### src/core/tlbt_pkg.sv
// Shared constants for the TLB test access block: operation codes,
// field positions, RAM lane layout and reset values.
// Assumes the coprocessor operation fields arrive already split apart.
package tlbt_pkg;

    // ****************************************
    // Operation decode
    // ****************************************
    localparam logic [3:0] CRN_TEST    = 4'hF;
    localparam logic [3:0] CRM_SELECT  = 4'h1;
    localparam logic [3:0] CRM_TAG_RD  = 4'h2;
    localparam logic [3:0] CRM_TAG_WR  = 4'h3;
    localparam logic [3:0] CRM_XL_RD   = 4'h4;
    localparam logic [3:0] CRM_XL_WR   = 4'h5;
    localparam logic [3:0] CRM_XFER    = 4'h7;
    localparam logic [2:0] OP1_SELECT  = 3'h0;
    localparam logic [2:0] OP1_TEST_A  = 3'h4;
    localparam logic [2:0] OP1_TEST_B  = 3'h5;
    localparam logic [2:0] OP2_MAIN    = 3'h0;
    localparam logic [2:0] OP2_LOCK    = 3'h1;

    // ****************************************
    // Word field positions
    // ****************************************
    localparam int SEL_WAY_BIT   = 31;
    localparam int SEL_IDX_MSB   = 14;
    localparam int SEL_IDX_LSB   = 10;
    localparam int LK_IDX_MSB    = 28;
    localparam int LK_IDX_LSB    = 26;
    localparam int ADDR_MSB      = 31;
    localparam int ADDR_LSB      = 10;
    localparam int TAG_VALID_BIT = 4;
    localparam int SIZE_MSB      = 3;
    localparam int ATTR_MSB      = 7;

    // Entry size codes and access permission codes
    localparam logic [3:0] SIZE_1KB  = 4'h1;
    localparam logic [3:0] SIZE_4KB  = 4'h3;
    localparam logic [3:0] SIZE_16KB = 4'h5;
    localparam logic [3:0] SIZE_64KB = 4'h7;
    localparam logic [3:0] SIZE_1MB  = 4'hB;
    localparam logic [1:0] AP_NONE   = 2'h0;
    localparam logic [1:0] AP_PRIV   = 2'h1;
    localparam logic [1:0] AP_USR_RO = 2'h2;
    localparam logic [1:0] AP_FULL   = 2'h3;

    // ****************************************
    // RAM layout
    // ****************************************
    localparam int RAM_WIDTH   = 112;
    localparam int ENTRY_WIDTH = 56;
    localparam int IDX_WIDTH   = 5;
    localparam int LK_WIDTH    = 3;
    localparam int LK_ENTRIES  = 8;
    localparam int MAIN_SLOTS  = 64;
    localparam logic [3:0] LANES_READ = 4'h0;
    localparam logic [3:0] LANES_WAY0 = 4'h3;
    localparam logic [3:0] LANES_WAY1 = 4'hC;
    localparam logic [31:0] REG_RESET = 32'h0000_0000;

endpackage

### src/core/tlbt_ram_if.sv
// Request/answer bundle between the operation decoder and the RAM sequencer.
// Assumes both ends sit on the same clock.
`timescale 1ns/1ps
`default_nettype none
interface tlbt_ram_if;
    logic        req;      // One-cycle request
    logic        wr;       // Write when high, read when low
    logic        way;      // Way select
    logic [4:0]  index;    // Row index
    logic [55:0] entry;    // Packed entry to write
    logic        done;     // One-cycle completion
    logic [55:0] rdEntry;  // Selected way lane on read

    modport ctrl (output req, output wr, output way, output index, output entry,
                  input done, input rdEntry);
    modport ram  (input req, input wr, input way, input index, input entry,
                  output done, output rdEntry);
endinterface
`default_nettype wire

### src/core/tlbt_ram_port.sv
// RAM sequencer: drives select, index, lane enables and write bus of the
// main TLB data RAM. Assumes a RAM that captures on the edge where select
// is high and presents read data in the following cycle.
`timescale 1ns/1ps
`default_nettype none
module tlbt_ram_port (
    input  wire logic          clk,                // System clock
    input  wire logic          reset_n,            // Async reset, active low
    tlbt_ram_if.ram            ramIf,              // Decoder side
    output logic               tlbRamSelect,       // RAM chip select
    output logic [4:0]         tlbRamIndexBus,     // RAM row index
    output logic [3:0]         tlbRamLaneWrite,    // Lane write enables
    output logic [111:0]       tlbRamWriteBus,     // Write data
    output logic               tlbRamOutputEnable, // RAM output enable
    input  wire logic [111:0]  tlbRamReadBus       // Read data
);
    typedef enum logic [3:0] {P_IDLE = 4'b0001, P_WRITE = 4'b0010,
                              P_READ = 4'b0100, P_SAMPLE = 4'b1000} tlbt_port_e;
    tlbt_port_e  stQ, stD;
    logic        selQ, selD, wayQ, wayD;
    logic [4:0]  idxQ, idxD;
    logic [3:0]  laneQ, laneD;
    logic [111:0] wdQ, wdD;

    // Held on for the main RAM, never toggled per access
    assign tlbRamOutputEnable = 1'b1;
    assign tlbRamSelect       = selQ;
    assign tlbRamIndexBus     = idxQ;
    assign tlbRamLaneWrite    = laneQ;
    assign tlbRamWriteBus     = wdQ;
    assign ramIf.done         = (stQ == P_WRITE) || (stQ == P_SAMPLE);
    // Read bus is only looked at by the decoder in the sample cycle
    assign ramIf.rdEntry = wayQ ? tlbRamReadBus[111:56] : tlbRamReadBus[55:0];

    // Next pin values: select stands exactly one cycle per access
    always_comb
    begin
        stD   = stQ;
        selD  = 1'b0;
        laneD = tlbt_pkg::LANES_READ;
        idxD  = idxQ;
        wdD   = wdQ;
        wayD  = wayQ;
        case (stQ)
            P_IDLE:
                if (ramIf.req)
                begin
                    selD = 1'b1;
                    idxD = ramIf.index;
                    wayD = ramIf.way;
                    if (ramIf.wr)
                    begin
                        laneD = ramIf.way ? tlbt_pkg::LANES_WAY1 : tlbt_pkg::LANES_WAY0;
                        wdD   = {ramIf.entry, ramIf.entry};
                        stD   = P_WRITE;
                    end
                    else
                        stD = P_READ;
                end
            P_WRITE:  stD = P_IDLE;
            P_READ:   stD = P_SAMPLE;
            P_SAMPLE: stD = P_IDLE;
            default:  stD = P_IDLE;
        endcase
    end

    // Pin registers
    always_ff @(posedge clk or negedge reset_n)
    begin
        if (!reset_n)
        begin
            stQ   <= P_IDLE;
            selQ  <= 1'b0;
            wayQ  <= 1'b0;
            idxQ  <= 5'h00;
            laneQ <= 4'h0;
            wdQ   <= '0;
        end
        else
        begin
            stQ   <= stD;
            selQ  <= selD;
            wayQ  <= wayD;
            idxQ  <= idxD;
            laneQ <= laneD;
            wdQ   <= wdD;
        end
    end
endmodule
`default_nettype wire

### src/core/tlbt_test_access.sv
// TLB test access port: decodes coprocessor test operations, holds the
// entry select and the two storage words, the lockdown entries, and
// commits main TLB entries to the external data RAM.
// Assumes one operation at a time, offered while copReady is high.
`timescale 1ns/1ps
`default_nettype none
module tlbt_test_access (
    input  wire logic          clk,                // System clock, 10 MHz
    input  wire logic          reset_n,            // Async reset, active low
    input  wire logic          copValid,           // Operation offered
    output logic               copReady,           // Operation can be taken
    input  wire logic          copWrite,           // High for register write
    input  wire logic [2:0]    copOpcode1,         // Opcode_1 field
    input  wire logic [3:0]    copCrn,             // CRn field
    input  wire logic [3:0]    copCrm,             // CRm field
    input  wire logic [2:0]    copOpcode2,         // Opcode_2 field
    input  wire logic [31:0]   copWdata,           // Write data
    output logic               copDone,            // Operation completed
    output logic [31:0]        copRdata,           // Read data
    output logic               tlbRamSelect,       // RAM chip select
    output logic [4:0]         tlbRamIndexBus,     // RAM row index
    output logic [3:0]         tlbRamLaneWrite,    // Lane write enables
    output logic [111:0]       tlbRamWriteBus,     // RAM write data
    output logic               tlbRamOutputEnable, // RAM output enable
    input  wire logic [111:0]  tlbRamReadBus       // RAM read data
);
    typedef enum logic [1:0] {TLBT_IDLE = 2'b01, TLBT_RAM = 2'b10} tlbt_state_e;

    tlbt_ram_if ramIf();

    // ****************************************
    // State
    // ****************************************
    tlbt_state_e stQ, stD;
    logic        selWayQ, selWayD;
    logic [4:0]  selIdxQ, selIdxD;
    logic [2:0]  lkIdxQ, lkIdxD;
    logic [31:0] tagQ, tagD;
    logic [31:0] xlatQ, xlatD;
    logic [31:0] rdataQ, rdataD;
    logic        doneQ, doneD;
    logic        rdXlatQ, rdXlatD;
    logic        opWrQ, opWrD;
    logic [31:0] lkTagQ [tlbt_pkg::LK_ENTRIES];
    logic [31:0] lkXlatQ [tlbt_pkg::LK_ENTRIES];
    logic [tlbt_pkg::MAIN_SLOTS-1:0] validQ;
    logic        lkWe, validWe, ramReq, ramWr;
    logic        take, isSel, isTest, isLock;
    logic [31:0] selWord;
    logic [55:0] rdE;
    logic [5:0]  slot;

    // ****************************************
    // Decode
    // ****************************************
    // Only one operation in flight; a RAM access blocks the next one
    assign copReady = (stQ == TLBT_IDLE);
    assign take     = copValid && copReady;
    assign isSel    = (copCrn == tlbt_pkg::CRN_TEST) && (copOpcode1 == tlbt_pkg::OP1_SELECT)
                   && (copCrm == tlbt_pkg::CRM_SELECT) && (copOpcode2 == tlbt_pkg::OP2_MAIN);
    assign isTest   = (copCrn == tlbt_pkg::CRN_TEST)
                   && ((copOpcode1 == tlbt_pkg::OP1_TEST_A) || (copOpcode1 == tlbt_pkg::OP1_TEST_B))
                   && ((copOpcode2 == tlbt_pkg::OP2_MAIN) || (copOpcode2 == tlbt_pkg::OP2_LOCK));
    assign isLock   = (copOpcode2 == tlbt_pkg::OP2_LOCK);
    // Select readback shows both index formats; they do not overlap
    assign selWord  = {selWayQ, 2'b00, lkIdxQ, 11'h000, selIdxQ, 10'h000};
    assign slot     = {selWayQ, selIdxQ};
    assign rdE      = ramIf.rdEntry;

    // Entry packing onto one 56-bit way lane, way chosen by lane enables
    assign ramIf.req   = ramReq;
    assign ramIf.wr    = ramWr;
    assign ramIf.way   = selWayQ;
    assign ramIf.index = selIdxQ;
    assign ramIf.entry = {tagQ[tlbt_pkg::ADDR_MSB:tlbt_pkg::ADDR_LSB], tagQ[tlbt_pkg::SIZE_MSB:0],
                          xlatQ[tlbt_pkg::ADDR_MSB:tlbt_pkg::ADDR_LSB], xlatQ[tlbt_pkg::ATTR_MSB:0]};
    assign copDone  = doneQ;
    assign copRdata = rdataQ;

    // ****************************************
    // Operation sequencing
    // ****************************************
    // Next values of all control state; writes drop should-be-zero bits
    always_comb
    begin
        stD     = stQ;
        selWayD = selWayQ;
        selIdxD = selIdxQ;
        lkIdxD  = lkIdxQ;
        tagD    = tagQ;
        xlatD   = xlatQ;
        rdataD  = rdataQ;
        doneD   = 1'b0;
        rdXlatD = rdXlatQ;
        opWrD   = opWrQ;
        lkWe    = 1'b0;
        validWe = 1'b0;
        ramReq  = 1'b0;
        ramWr   = 1'b0;
        case (stQ)
            TLBT_IDLE:
                if (take)
                begin
                    doneD = 1'b1;
                    if (isSel)
                    begin
                        if (copWrite)
                        begin
                            selWayD = copWdata[tlbt_pkg::SEL_WAY_BIT];
                            selIdxD = copWdata[tlbt_pkg::SEL_IDX_MSB:tlbt_pkg::SEL_IDX_LSB];
                            lkIdxD  = copWdata[tlbt_pkg::LK_IDX_MSB:tlbt_pkg::LK_IDX_LSB];
                        end
                        else
                            rdataD = selWord;
                    end
                    else if (isTest)
                    begin
                        case (copCrm)
                            tlbt_pkg::CRM_TAG_WR:
                                if (copWrite)
                                    tagD = {copWdata[31:10], 5'h00, copWdata[4:0]};
                            tlbt_pkg::CRM_XL_WR:
                                if (copWrite)
                                    xlatD = {copWdata[31:10], 2'b00, copWdata[7:0]};
                            tlbt_pkg::CRM_TAG_RD, tlbt_pkg::CRM_XL_RD:
                                if (!copWrite)
                                begin
                                    rdXlatD = (copCrm == tlbt_pkg::CRM_XL_RD);
                                    if (isLock)
                                        rdataD = rdXlatD ? lkXlatQ[lkIdxQ] : lkTagQ[lkIdxQ];
                                    else
                                    begin
                                        ramReq = 1'b1;
                                        opWrD  = 1'b0;
                                        doneD  = 1'b0;
                                        stD    = TLBT_RAM;
                                    end
                                end
                            tlbt_pkg::CRM_XFER:
                                if (copWrite)
                                begin
                                    if (isLock)
                                        lkWe = 1'b1;
                                    else
                                    begin
                                        ramReq  = 1'b1;
                                        ramWr   = 1'b1;
                                        validWe = 1'b1;
                                        opWrD   = 1'b1;
                                        doneD   = 1'b0;
                                        stD     = TLBT_RAM;
                                    end
                                end
                            default: rdataD = tlbt_pkg::REG_RESET;
                        endcase
                    end
                    else
                        rdataD = tlbt_pkg::REG_RESET;
                end
            TLBT_RAM:
                if (ramIf.done)
                begin
                    doneD = 1'b1;
                    stD   = TLBT_IDLE;
                    if (!opWrQ)
                        rdataD = rdXlatQ ? {rdE[29:8], 2'b00, rdE[7:0]}
                                         : {rdE[55:34], 5'h00, validQ[slot], rdE[33:30]};
                end
            default: stD = TLBT_IDLE;
        endcase
    end

    // Control registers
    always_ff @(posedge clk or negedge reset_n)
    begin
        if (!reset_n)
        begin
            stQ     <= TLBT_IDLE;
            selWayQ <= 1'b0;
            selIdxQ <= 5'h00;
            lkIdxQ  <= 3'h0;
            tagQ    <= tlbt_pkg::REG_RESET;
            xlatQ   <= tlbt_pkg::REG_RESET;
            rdataQ  <= tlbt_pkg::REG_RESET;
            doneQ   <= 1'b0;
            rdXlatQ <= 1'b0;
            opWrQ   <= 1'b0;
        end
        else
        begin
            stQ     <= stD;
            selWayQ <= selWayD;
            selIdxQ <= selIdxD;
            lkIdxQ  <= lkIdxD;
            tagQ    <= tagD;
            xlatQ   <= xlatD;
            rdataQ  <= rdataD;
            doneQ   <= doneD;
            rdXlatQ <= rdXlatD;
            opWrQ   <= opWrD;
        end
    end

    // Lockdown entries and main valid bits; the RAM has no lane for valid
    always_ff @(posedge clk or negedge reset_n)
    begin
        if (!reset_n)
        begin
            validQ <= '0;
            for (int i = 0; i < tlbt_pkg::LK_ENTRIES; i++)
            begin
                lkTagQ[i]  <= tlbt_pkg::REG_RESET;
                lkXlatQ[i] <= tlbt_pkg::REG_RESET;
            end
        end
        else
        begin
            if (lkWe)
            begin
                lkTagQ[lkIdxQ]  <= tagQ;
                lkXlatQ[lkIdxQ] <= xlatQ;
            end
            if (validWe)
                validQ[slot] <= tagQ[tlbt_pkg::TAG_VALID_BIT];
        end
    end

    // ****************************************
    // RAM sequencer
    // ****************************************
    // Read bus needs no synchroniser: the RAM shares this clock
    tlbt_ram_port u_ram_port (
        .clk                (clk),
        .reset_n            (reset_n),
        .ramIf              (ramIf),
        .tlbRamSelect       (tlbRamSelect),
        .tlbRamIndexBus     (tlbRamIndexBus),
        .tlbRamLaneWrite    (tlbRamLaneWrite),
        .tlbRamWriteBus     (tlbRamWriteBus),
        .tlbRamOutputEnable (tlbRamOutputEnable),
        .tlbRamReadBus      (tlbRamReadBus)
    );
endmodule
`default_nettype wire

### config.mk
export PLATFORM = sky130hd
export DESIGN_NAME = tlbt_test_access
export DESIGN_NICKNAME = d
export VERILOG_FILES = /design/src/core/tlbt_pkg.sv /design/src/core/tlbt_ram_if.sv /design/src/core/tlbt_ram_port.sv /design/src/core/tlbt_test_access.sv
export SDC_FILE = /design/constraint.sdc
export NUM_CORES = 1
export LEC_CHECK = 0
export ABC_AREA = 1
export BUFFER_PORTS_ARGS = -buffer_cell sky130_fd_sc_hd__buf_2
export CORE_ASPECT_RATIO = 1.5
export CORE_UTILIZATION = 40
export DETAILED_ROUTE_END_ITERATION = 10
export GPL_ROUTABILITY_DRIVEN = 0
export PLACE_DENSITY = 0.67
export SETUP_SLACK_MARGIN = 0.02
export SYNTH_ARGS = -nofsm -noshare
export SYNTH_HDL_FRONTEND = slang
export SYNTH_HIERARCHICAL = 1
export SYNTH_SLANG_ARGS = --single-unit
export TNS_END_PERCENT = 5
### constraint.sdc
create_clock -name clk -period 3.18 [get_ports clk]
set_input_delay 0.318 -clock clk [delete_from_list [all_inputs] [get_ports clk]]
set_output_delay 0.318 -clock clk [all_outputs]
set_load 0.01 [all_outputs]
---- After elaboration in Yosys (flattened, before gate mapping) ----
Cells that the tools add are included.
storage, ports and cells
  bits in registers ....................... 806
  memories ................................ 0
  bits in latches ......................... 0
  bits in writable memories ............... 0
  memory bits (read-only) ................. 0
  output and inout bits ................... 157
cells by class
  order comparisons ....................... 4
  multiply operators ...................... 0
  divide/modulo/power cells ............... 0
  equal/unequal tests ..................... 33
  shift-type cells ........................ 0
  reduce and logical (&&, ||, !) cells .... 26
  add/subtract/negate cells ............... 0
  multiplexer cells ....................... 79
  bitwise operators ....................... 3
operators by type and width
  operator                                                                number
  256-bit bitwise mux                                                     2
  32-bit 2-to-1 mux                                                       15
  32-bit binary-select mux with 3-bit select                              2
  32-bit one-hot mux with 2 select lines                                  2
  32-bit demux with 3-bit select                                          1
  64-bit bitwise mux                                                      1
  56-bit 2-to-1 mux                                                       1
  1-bit 2-to-1 mux                                                        33
  4-bit 2-to-1 mux                                                        5
  6-bit AND reduction                                                     3
  4-bit by 3-bit equality test with 1-bit output (second input constant)  4
  2-bit inequality test (second input constant)                           8
  2-bit 2-to-1 mux                                                        7
  4-bit by 2-bit equality test with 1-bit output (second input constant)  3
  3-bit inequality test (second input constant)                           3
  9-bit AND reduction                                                     1
  4-bit by 1-bit equality test with 1-bit output (second input constant)  2
  4-bit equality test (second input constant)                             2
  1-bit logical AND                                                       8
  4-bit inequality test (second input constant)                           2
  1-bit one-hot mux with 2 select lines                                   4
  2-bit one-hot mux with 2 select lines                                   2
  4-bit one-hot mux with 2 select lines                                   1
  8-bit AND reduction                                                     1
  25 further kinds                                                        32

---- Longest topological paths before layout ----
Gate-level depths: netlist of the first run.
  depth after elaboration ................. 12
  mapped depth ............................ 16
  depth with buffers taken out ............ 13

---- Hierarchy ----
Netlist of the first run, hierarchy kept.
by module, submodules not included
  module            times used  seq. area each (sq um)  area each (sq um)  cells an instance
  tlbt_test_access  1           15,541.2                27,845.5           3,485
  tlbt_ram_port     1           1,727.9                 3,916.3            422

---- Worst setup path before layout of the first run ----
Ideal clock, no wire load.
  kind .................................... reg2reg
  start point ............................. register stQ[0] (netlist name)
  end point ............................... register u_ram_port.wdQ[100] (netlist: u_ram_port/tlbRamWriteBus[100])
  data required time ...................... 3,063 ps
  cell stages (with the launch flop) ...... 14
  arrival ................................. 2,369 ps
  library setup time ...................... 117 ps
  setup slack ............................. 694 ps
  clock period less this slack ............ 2,486 ps
  path through ............................ dfstp_2 > ha_1 > nand2_1 > nor2_1 > nand4_1 > inv_2 > clkbuf_1 > nand2_1 > inv_2 > nand3_2 > buf_6 > buf_2 > nand2_1 > nand2_1
RTL lines
  item                    RTL line             text
  end signal: assignment  tlbt_ram_port.sv:86  wdQ <= wdD;
  end: declaration        tlbt_ram_port.sv:23  logic [111:0] wdQ, wdD;

==> metrics.md, run 1 <==
| Metric | Value |
|---|---|
| Status | completed |
| Cells after Synth | approximately 3900 |
| Clock root buffer | clkbuf_16 |
| Initial Util | 40.4% |
| Slew Limit Fails | 0 |
| Residual DRC | 0 |
| VDD IR-drop max | between 0.4 and 0.5 mV |
| Layout fillers | roughly 7600 |
| Critical Path Start Type | flop |
| Slew HR | between 30% and 40% |
| Async S/R FF share, synth | 100% |
| Die width | roughly 230 um |
| Design area | between 30000 and 40000 sq um |
| Antenna Nets Post-Route | 0 |
| Clock network power share | between 40% and 50% |
| Crit path time final | approximately 3 ns |
| Combinational Power Share | 8.4% |
| Port bufs | between 300 and 400 |
| Hold Crit Depth | 3 |
| Grt ovf | 0 |
| Row count | roughly 130 |
| CP required | roughly 3.7 ns |
| Routed wire length | 97.8 mm |
| LEAKAGE | roughly 18 nW |
| Area of placed instances | between 30000 and 40000 sq um |
| Internal | roughly 14 mW |
| Cts repair resizes | 0 |
| Pre-antenna DRT Iters | 6 |
| Synthesis-stage register bit count | about 700 |
| RSZ-0062 raised after global routing | no |
| CP top delay family | simple AND/OR/NAND/NOR gates |
| Die area | 80600 sq um |
| Most frequent cell after synthesis | nand2_1 |
| CP max-delay cell | dfstp_2 |
| Total setup buffers inserted after CTS | 0 |
| Max-Cap Viols | 0 |
| CORE AREA | around 79000 sq um |
| Crit path capture type | flop |
| NumNets Final | around 4300 |
| Gr usage total | between 20% and 30% |
| Crit path top cell by count | nand2_1 |
| PD cells | 499 nW/um^2 |
| WP depth | 9 |
| Worst-margin pin slew | roughly 0.98 ns |
| Vias in the first global route | approximately 26000 |
| WL/cell | between 15 and 20 um |
| Max Freq | 0.343 GHz |
| Area growth syn-to-layout | 15.5% |
| Register-to-Register Path Depth | 9 |
| Clk_skew | between 0.02 and 0.025 ns |
| Storage element area | between 15000 and 20000 sq um |
| Fin crit share | about nine tenths |
| Hold Path Class | input port to flop |
| Initial DRC Count | 2483 |
| Clock latency on the worst-skew pair | 0.64 ns |
| CP bufs+invs | 2 |
| CTS HTree Levels | 2 |
| CTS tree | yes |
| CP Class | flop to flop |
| Most used DFF post-synth | dfrtp_1 |
| Final setup fails | 0 |
| Inserted Diodes | 0 |
| Total Power | roughly 18 mW |
| Syn_area_per_cell | 8.13 sq um |
| I/O pins | between 300 and 400 |
| Setup TNS | 0 ns |
| Final Hold Vio Count | 0 |
| Multi-input gate area | 12400 sq um |
| Reg clk slew, reported paths | approximately 0.070 ns |
| Critical-path cell list | ha_1 > nand2_1 > nor2_1 > nand2_1 > nor3_4 > buf_4 > nand2_4 > buf_12 > o21ai_0 |
| Post-DP HPWL | 64.5 mm |
| Reg power frac | 49.5% |
| CP Max Fanout | 54 |
| Number of flops mapped to enable cells by yosys | 0 |
| Ys Warns | 6 |
| Largest net degree at the start of global routing | 97 |
| Synth unique cells | 36 |
| Vias/cell | around 5.3 |
| Net Switching | between 4 and 5 mW |
| WP data arrival | 3.45 ns |
| Initial antenna violation count | 1 |
| Global-route wire length before repair | between 150 and 200 mm |
| Routed vias | 27300 |
| Area leader, netlist | dfrtp_1 |
| Inserted Clock Buffers | 60 |
| Dominant cells by area after synthesis | dfrtp_1 54%, nand2_1 16%, o21ai_0 9.3% |
| Max stage delay on crit path | roughly 0.55 ns |
| Leading cell types by count after synthesis | 1353 x nand2_1, 688 x dfrtp_1, 591 x o21ai_0 |
| Buffer depth of the longest clock path | 3 |
| Layout cells sized above 1 | roughly 15% |
| Chip height | ~350 um |
| CTS Sinks | 690 |
| Post-synthesis sequential area ratio | between 50 and 60% |
| Post-Syn Area | around 32000 sq um |
| Switching Share | around a quarter |
| Area share of the largest cell type after synthesis | a little over half |
[state kept, by name, summed over array words and instances, names as in the netlist]
register and cells:
rdXlatQ 1, stQ 2, validQ 64, u_ram_port/tlbRamIndexBus 5, u_ram_port/tlbRamSelect 1, opWrQ 1, u_ram_port/tlbRamWriteBus 56, tagQ 27
copRdata 30, u_ram_port/tlbRamLaneWrite 2, lkTagQ 216, lkIdxQ 3, u_ram_port/wayQ 1, copDone 1, xlatQ 30, lkXlatQ 240
ramIf.index 5, ramIf.way 1, u_ram_port/stQ 4
[power by group through the flow]
stage	Clock [mW]	Combinational [mW]	Sequential, mW
floorplan	0	0.700	9.28
global placement	0	1.50	9.21
CTS	7.83	1.55	9.05
global route	8.13	1.72	9.06
detailed placement	0	1.52	9.21
finish	7.72	1.53	9.05
[cells by family (layout without fill, tap and decap cells)]
kind of cell | count (synthesis) | after routing | synth area share, %
compound gates | 781 | 781 | 12.7
fa+ha+maj | 2 | 2 | 0.0788
buf+inv | 502 | 754 | 6.85
flops | 690 | 690 | 54.4
mux | 62 | 62 | 2.20
other cells | 2 | 3 | 0.0236
simple gates | 1868 | 1868 | 23.7
[per-stage QoR]
stage	hold slack (ns)	util, %	instances	worst slack, ns
2_1_floorplan	0.0224	-	3908	0.694
3_5_place_dp	0.340	43.7	5049	0.388
5_1_grt	0.0370	46.6	5184	0.135
4_1_cts	0.00694	46.6	5184	0.280
3_3_place_gp	0.340	43.7	5049	0.453
6_report	0.0307	46.6	5184	0.263
[cell usage in the layout (no fill, tap or decap), types with 78 or more instances in the layout]
cell type,instances
nand4_1,94
buf_4,78
o21ai_0,591
nand2_1,1345
inv_1,193
dfrtp_1,686
buf_2,312
a21oi_1,131
nor2_1,231
nand3_1,144
[area by class of cell]
cell class,instances,share of cell area [%]
flip-flops and latches,690,47.1
well taps,1024,3.49
inverters,204,2.09
clock buffers,90,4.87
multi-input cells,2716,33.9
repair buffers,438,7.83
clock inverters,22,0.747
[worst min-delay path, delay by kind of cell]
| kind | cells | cell delay, ns |
|---|---|---|
| buffers and inverters | 2 | 0.14 |
| AOI/OAI and AO/OA | 1 | 0.17 |
[repair_timing]
action | CTS | global route
hold buffers | 23 | 0
endpoints found under the setup margin | 0 | 0
endpoints found under the hold margin | 96 | 0
[routing by layer]
metal,share of wire [%],GRT usage (%),vias to the layer above,routed length [um]
met5,0.016,0,-,16
met3,4.8,2.39,174,4670
li1,-,-,13000,-
met4,4.6,11.1,2,4520
met2,50,41.7,879,48800
met1,41,30.5,13300,39800
[worst paths after layout]
| check | slack (ns) | start | to |
|---|---|---|---|
| max reg2reg | 0.26 | stQ[0] | lkTagQ[64] |
| max | 0.26 | stQ[0] | lkTagQ[64] |
| min reg2reg | 0.47 | u_ram_port/tlbRamIndexBus[2] | u_ram_port/tlbRamIndexBus[2] |
| min in group asynchronous | 0.26 | reset_n | u_ram_port/tlbRamWriteBus[105] |
| max in group asynchronous | 1.97 | reset_n | stQ[0] |
| min | 0.03 | copWdata[12] | xlatQ[12] |
No activity file was read; power rests on OpenSTA's default activity.
==> inputs of run 2 (changes only) <==
--- a/config.mk
+++ b/config.mk
@@ -5,7 +5,6 @@
 export SDC_FILE = /design/constraint.sdc
 export NUM_CORES = 1
 export LEC_CHECK = 0
-export ABC_AREA = 1
 export BUFFER_PORTS_ARGS = -buffer_cell sky130_fd_sc_hd__buf_2
 export CORE_ASPECT_RATIO = 1.5
 export CORE_UTILIZATION = 40
==> run 2 against run 1 <==
  * Non-clock buffer count grew 28
  * Clock skew rose by 0.0095 ns
  * Synthesized cell count is 38% lower
  * Setup slack got worse by 0.061 ns
  * Sequential cell count stayed put
  * Clock power decreased by 2.6%
  * Total power is 8.4% lower
  * Utilization increased by 0.17 points
  * Combinational power fell by 70%
==> metrics.md, run 2 <==
| Metric | Value |
|---|---|
| Mux cell area share after synthesis | 30.6% |
| Total setup buffers inserted after CTS | 0 |
| Biggest register | lkXlatQ |
| VDD IR-drop max | a little over 0.3 mV |
| Crit path capture type | flop |
| Residual DRC | 0 |
| Clk_skew | ~0.033 ns |
| Largest register FFs | 240 |
| Most frequent cell after synthesis | mux2_2 |
| Pre-antenna DRT Iters | 5 |
| LEAKAGE | ~19 nW |
| Clock latency on the worst-skew pair | 0.65 ns |
| Final setup fails | 0 |
| Ys Warns | 6 |
| Net Switching | roughly 3.6 mW |
| Switching Share | 21.6% |
| CP Max Fanout | 47 |
| CTS Sinks | slightly below 700 |
| PD cells | approximately 450 nW/um^2 |
| Grt ovf | 0 |
| I/O pins | ~320 |
| Port bufs | between 300 and 400 |
| Routed vias | 21700 |
| Flop2flop setup slack | ~0.20 ns |
| Most used DFF post-synth | dfrtp_1 |
| Buffer depth of the longest clock path | 3 |
| Routed wire length | between 90 and 100 mm |
| Setup TNS | 0 ns |
| Clock network power share | ~45% |
| Area share of the largest cell type after synthesis | a little over half |
| Hold_sp | copWdata[13] |
| Initial antenna violation count | 2 |
| Row count | approximately 130 |
| WL/cell | between 20 and 25 um |
| Post-Syn Area | around 32000 sq um |
| Chip height | between 300 and 400 um |
| CORE AREA | around 80000 sq um |
| WP data arrival | roughly 3.5 ns |
| Layout fillers | slightly above 7000 |
| Synthesis-stage register bit count | 690 |
| Post-synthesis compound-gate area fraction | 6.88% |
| Vias in the first global route | roughly 23000 |
| Async S/R FF share, synth | 100% |
| Worst r2r dst | lkXlatQ[51] |
| Internal | ~13 mW |
| Cells after Synth | around 2400 |
| Initial DRC Count | between 1000 and 1500 |
| Antenna Nets Post-Route | 0 |
| Worst-margin pin slew | 0.858 ns |
| Hold path endpoint | xlatQ[13] |
| Combinational Power Share | roughly 2.8% |
| Vias/cell | 5.70 |
| Number of flops mapped to enable cells by yosys | 0 |
| Gr usage total | about 22% |
| Die width | around 230 um |
| Syn_area_per_cell | between 10 and 15 sq um |
| Hold Path Class | input port to flop |
| Register-to-Register Path Depth | 7 |
| CP Class | flop to flop |
| Post-synthesis sequential area ratio | a little over half |
| CP required | roughly 3.7 ns |
| Dominant cells by area after synthesis | dfrtp_1 53%, mux2_2 24%, mux2_1 2.1% |
| Multi-input gate area | 13800 sq um |
| Largest net degree at the start of global routing | 121 |
| Leading cell types by count after synthesis | 700 x mux2_2, 688 x dfrtp_1, 121 x nand2_1 |
| Largest regs | lkXlatQ: 240 flops, lkTagQ: 216 flops, validQ: 64 flops |
| RSZ-0062 raised after global routing | no |
| Most frequent cells in the layout | 700 x mux2_2, 684 x dfrtp_1, 312 x buf_2 |
| Slew HR | between 40% and 50% |
| Status | completed |
| Synth unique cells | 82 |
| XOR/XNOR Fraction of Synth Area | less than 1% |
| Max Freq | 0.336 GHz |
| Final Util | 46.8% |
| Fin crit share | 93.6% |
| Adder-Cell Fraction of Synth Area | less than 1% |
| Critical Path Start Type | flop |
| Storage element area | approximately 17000 sq um |
| Reg clk slew, reported paths | roughly 0.07 ns |
| NumNets Final | slightly below 3000 |
| Global-route wire length before repair | 139 mm |
| Inserted Clock Buffers | 60 |
| CTS HTree Levels | 2 |
| Setup crit start | stQ[0] |
| Reg power frac | a little over half |
| Area growth syn-to-layout | 15.5% |
| CTS tree | yes |
| Die area | between 80000 and 90000 sq um |
| Hold Crit Depth | 2 |
| Clock root buffer | clkbuf_16 |
| Simple-gate share of the synthesized area | under 10% |
| Area leader, netlist | dfrtp_1 |
| Max-Cap Viols | 0 |
| Main combinational cell family by area after synthesis | multiplexers |
| Slew Limit Fails | 0 |
| Post-DP HPWL | 60.8 mm |
| Reg2reg start | stQ[0] |
| Crit path time final | roughly 3 ns |
| Final Hold Vio Count | 0 |
| Layout cells sized above 1 | 47.5% |
| Commonest non-fill, non-tap cell in the layout | mux2_2 |
| Initial Util | 40.5% |
==> run 2: logic make-up after synthesis <==
kind of cell,Yosys count
compound gates,318
xor+xnor,2
fa+ha+maj,2
buf+inv,256
flops,690
mux,854
other cells,2
simple gates,304
==> run 2: repair_timing <==
| item | in CTS | in global routing |
|---|---|---|
| setup endpoints to repair | 0 | 9 |
| hold buffers | 29 | 0 |
| hold endpoints to repair | 101 | 0 |
| gates resized for setup | 0 | 1 |
==> run 2: power groups by stage <==
stage	registers [mW]	logic (mW)	clock network (mW)
2_1_floorplan	8.94	0.0964	0
3_3_place_gp	8.94	0.425	0
3_5_place_dp	8.94	0.443	0
4_1_cts	8.77	0.475	7.65
5_1_grt	8.77	0.524	8.01
6_report	8.77	0.462	7.52
==> run 2: how the worst max path moves through the flow <==
stage,slack [ns],to,depth (start not counted)
after floorplan,0.46,u_ram_port/tlbRamWriteBus[100],10
after global placement,0.35,u_ram_port/tlbRamWriteBus[109],8
after detailed placement,0.23,u_ram_port/tlbRamWriteBus[109],8
after CTS,0.22,u_ram_port/tlbRamWriteBus[55],8
after global routing,0.11,u_ram_port/tlbRamWriteBus[60],8
final,0.20,lkXlatQ[51],7
==> run 2: critical path: stages (launching register included) <==
cell	delay, ns
dfstp_2	0.56
ha_1	0.36
and3_1	0.22
and4_1	0.41
nand3_2	0.22
nor4_4	0.27
buf_12	0.38
mux2_2	0.38
==> run 2: layer usage <==
layer  global-route usage [%]  vias to the layer above  routed length (um)
li1                         -                     9435                   -
met1                     26.8                    11300               36600
met2                     39.1                      719               46400
met3                     2.63                      219                4070
met4                     10.2                        0                4320
met5                        0                        -                   0
==> run 2: cell type report <==
| class | instances | area share, % |
|---|---|---|
| Sequential cell | 690 | 46.1 |
| Multi-Input combinational cell | 1483 | 36.7 |
| Timing Repair Buffer | 466 | 8.13 |
| Clock buffer | 85 | 4.69 |
| Tap cell | 1032 | 3.44 |
| Clock inverter | 28 | 0.714 |
| Inverter | 18 | 0.180 |
| Antenna cell | 1 | 0.00668 |
==> run 2: per-stage QoR <==
step	cells	hold slack (ns)	setup slack, ns	total power [mW]	cell area [sq um]
3_5_place_dp	3660	0.268	0.229	9.38	35200
3_3_place_gp	3660	0.266	0.352	9.37	35200
5_1_grt	3803	0.0110	0.114	17.3	37500
6_report	3803	0.0145	0.202	16.8	37500
2_1_floorplan	2429	0.0224	0.456	9.04	32500
4_1_cts	3802	0.00297	0.224	16.9	37500
==> inputs of run 3 (changes only) <==
--- a/config.mk
+++ b/config.mk
@@ -5,12 +5,12 @@
 export SDC_FILE = /design/constraint.sdc
 export NUM_CORES = 1
 export LEC_CHECK = 0
-export BUFFER_PORTS_ARGS = -buffer_cell sky130_fd_sc_hd__buf_2
 export CORE_ASPECT_RATIO = 1.5
 export CORE_UTILIZATION = 40
 export DETAILED_ROUTE_END_ITERATION = 10
+export DONT_BUFFER_PORTS = 1
 export GPL_ROUTABILITY_DRIVEN = 0
-export PLACE_DENSITY = 0.67
+export PLACE_DENSITY = 0.63
 export SETUP_SLACK_MARGIN = 0.02
 export SYNTH_ARGS = -nofsm -noshare
 export SYNTH_HDL_FRONTEND = slang
==> run 3 against run 2 <==
  * Cell count down 7.5%
  * Register-to-register slack better by 0.16 ns
  * The run now ends with hold timing, slew limit left
  * Setup slack better by 0.16 ns
  * First-iteration DRC count up 5.8%
  * Clock skew down 0.0027 ns
  * Clock-buffer cell count up 19
==> metrics.md, run 3 (synthesized netlist as in run 2, its figures left out) <==
| Metric | Value |
|---|---|
| Clk_skew | between 0.02 and 0.03 ns |
| CP Max Fanout | 57 |
| Post-DP HPWL | 59.4 mm |
| Post-Place Setup Slack | ~0.32 ns |
| Crit path time final | roughly 2.8 ns |
| Critical Path Start Type | flop |
| CTS tree | yes |
| Reg clk slew, reported paths | ~0.060 ns |
| WP data arrival | roughly 3.3 ns |
| Slew HR | -104% |
| Clock root buffer | clkbuf_16 |
| Fin cells | approximately 3500 |
| Setup TNS | 0 ns |
| Setup crit start | stQ[0] |
| WL/cell | 26.2 um |
| Vias in the first global route | ~22000 |
| Top Usage Layer GRT | met2 |
| I/O pins | 319 |
| Initial DRC Count | approximately 1400 |
| CTS HTree Levels | 3 |
| Critical-path cell list | ha_1 > and3_1 > and4_1 > nand3_2 > nor4_4 > buf_12 > mux2_2 |
| Initial antenna violation count | 2 |
| Cell count after placement | ~3400 |
| Die area | slightly above 80000 sq um |
| Vias/cell | 5.87 |
| Total setup buffers inserted after CTS | 0 |
| Area of placed instances | between 30000 and 40000 sq um |
| Antenna Nets Post-Route | 0 |
| Residual DRC | 0 |
| Design area | about 36000 sq um |
| Layout cells sized above 1 | between 40% and 50% |
| Global-route wire length before repair | about 140 mm |
| Final Util | between 40% and 50% |
| CORE AREA | 80100 sq um |
| NumNets Final | about 2600 |
| Area growth syn-to-layout | 11.8% |
| CP max-delay cell | dfstp_2 |
| Largest net degree at the start of global routing | a little under 700 |
| CP Class | flop to flop |
| Reg2reg start | stQ[0] |
| Routed wire length | approximately 92 mm |
| Hold-fix buffer count after cts | 33 |
| Buffer depth of the longest clock path | 3 |
| LEAKAGE | 17.7 nW |
| CP required | between 3 and 4 ns |
| CP top delay family | simple AND/OR/NAND/NOR gates |
| CTS Sinks | just under 700 |
| Initial Util | roughly two fifths |
| CP endpoint | lkXlatQ[51] |
| Worst-margin pin slew | 3.06 ns |
| Flop2flop setup slack | between 0.3 and 0.4 ns |
| Max stage delay on crit path | around 0.55 ns |
| PD cells | between 400 and 500 nW/um^2 |
| Hold Path Class | input port to async pin |
| VDD IR-drop max | around 0.36 mV |
| Final Hold Vio Count | between 400 and 500 |
| Worst setup margin | approximately 0.36 ns |
| Register-to-Register Path Depth | 7 |
| Min Hold Slack | -0.606 ns |
| Met1 global-route usage | approximately 27% |
| Routed vias | around 21000 |
| Met2 usage | approximately two fifths |
| Gr usage total | approximately 23% |
| CP bufs+invs | 1 |
| Total Power | ~17 mW |
| Biggest register | lkXlatQ |
| RSZ-0062 raised after global routing | no |
| Max-Cap Viols | 0 |
| Largest register FFs | 240 |
| Inserted Clock Buffers | slightly above 70 |
| Grt ovf | 0 |
| Chip height | approximately 350 um |
| Failing checks | hold timing, slew limit |
| Crit path capture type | flop |
| Met3 Use GR | under 10% |
| Row count | 127 |
| Die width | roughly 230 um |
| Layout fillers | slightly above 7000 |
| Final setup fails | 0 |
| Commonest non-fill, non-tap cell in the layout | mux2_2 |
| Worst r2r dst | lkXlatQ[51] |
| Slew Limit Fails | roughly 480 |
| Most frequent cells in the layout | 700 x mux2_2, 684 x dfrtp_1, 121 x nand2_1 |
| Largest regs | lkXlatQ: 240 flops, lkTagQ: 216 flops, validQ: 64 flops |
| Clock latency on the worst-skew pair | between 0.6 and 0.7 ns |
| Pre-antenna DRT Iters | 7 |
| Port bufs | 0 |
| Fin crit share | between 80% and 90% |
| Max Freq | 0.354 GHz |
| WP depth | 7 |
| Status | finished, violations left |
-- run 3: layout make-up --
cell class	count	area (sq um)	share of cell area [%]
antenna	3	7.51	0.0207
clock buffer	104	2090	5.77
clock inverter	25	262	0.721
inverter	18	67.6	0.186
multi-input combinational	1483	13800	38.0
sequential	690	17300	47.6
tap	1032	1290	3.56
timing repair buffer	161	1500	4.14
-- run 3: routing by layer --
metal  vias to the layer above  wire length, um  part of all wire, %
li1                       8837                -                    -
met3                       196             4820                  5.2
met2                       707            46500                   51
met1                     10900            36900                   40
met4                         2             3840                  4.2
met5                         -               13                0.014
-- run 3: where the power goes --
part	internal, mW	switching [mW]	total, mW
clock network	4.92	3.54	8.46
registers	8.78	0	8.78
logic	0.0892	0.0762	0.165
-- run 3: worst min-delay path by stage --
stage | slack (ns) | depth (start not counted) | from | to
floorplan | 0.02 | 0 | reset_n | copDone
global placement | 0.06 | 0 | reset_n | copRdata[30]
detailed placement | 0.06 | 0 | reset_n | copRdata[2]
CTS | -0.61 | 0 | reset_n | copRdata[30]
global route | -0.62 | 0 | reset_n | copRdata[30]
finish | -0.61 | 0 | reset_n | copRdata[30]
-- run 3: what timing repair did --
item / CTS / global route
setup endpoints to repair: 0 / 1
gates resized for setup: 0 / 1
hold endpoints to repair: 760 / 690
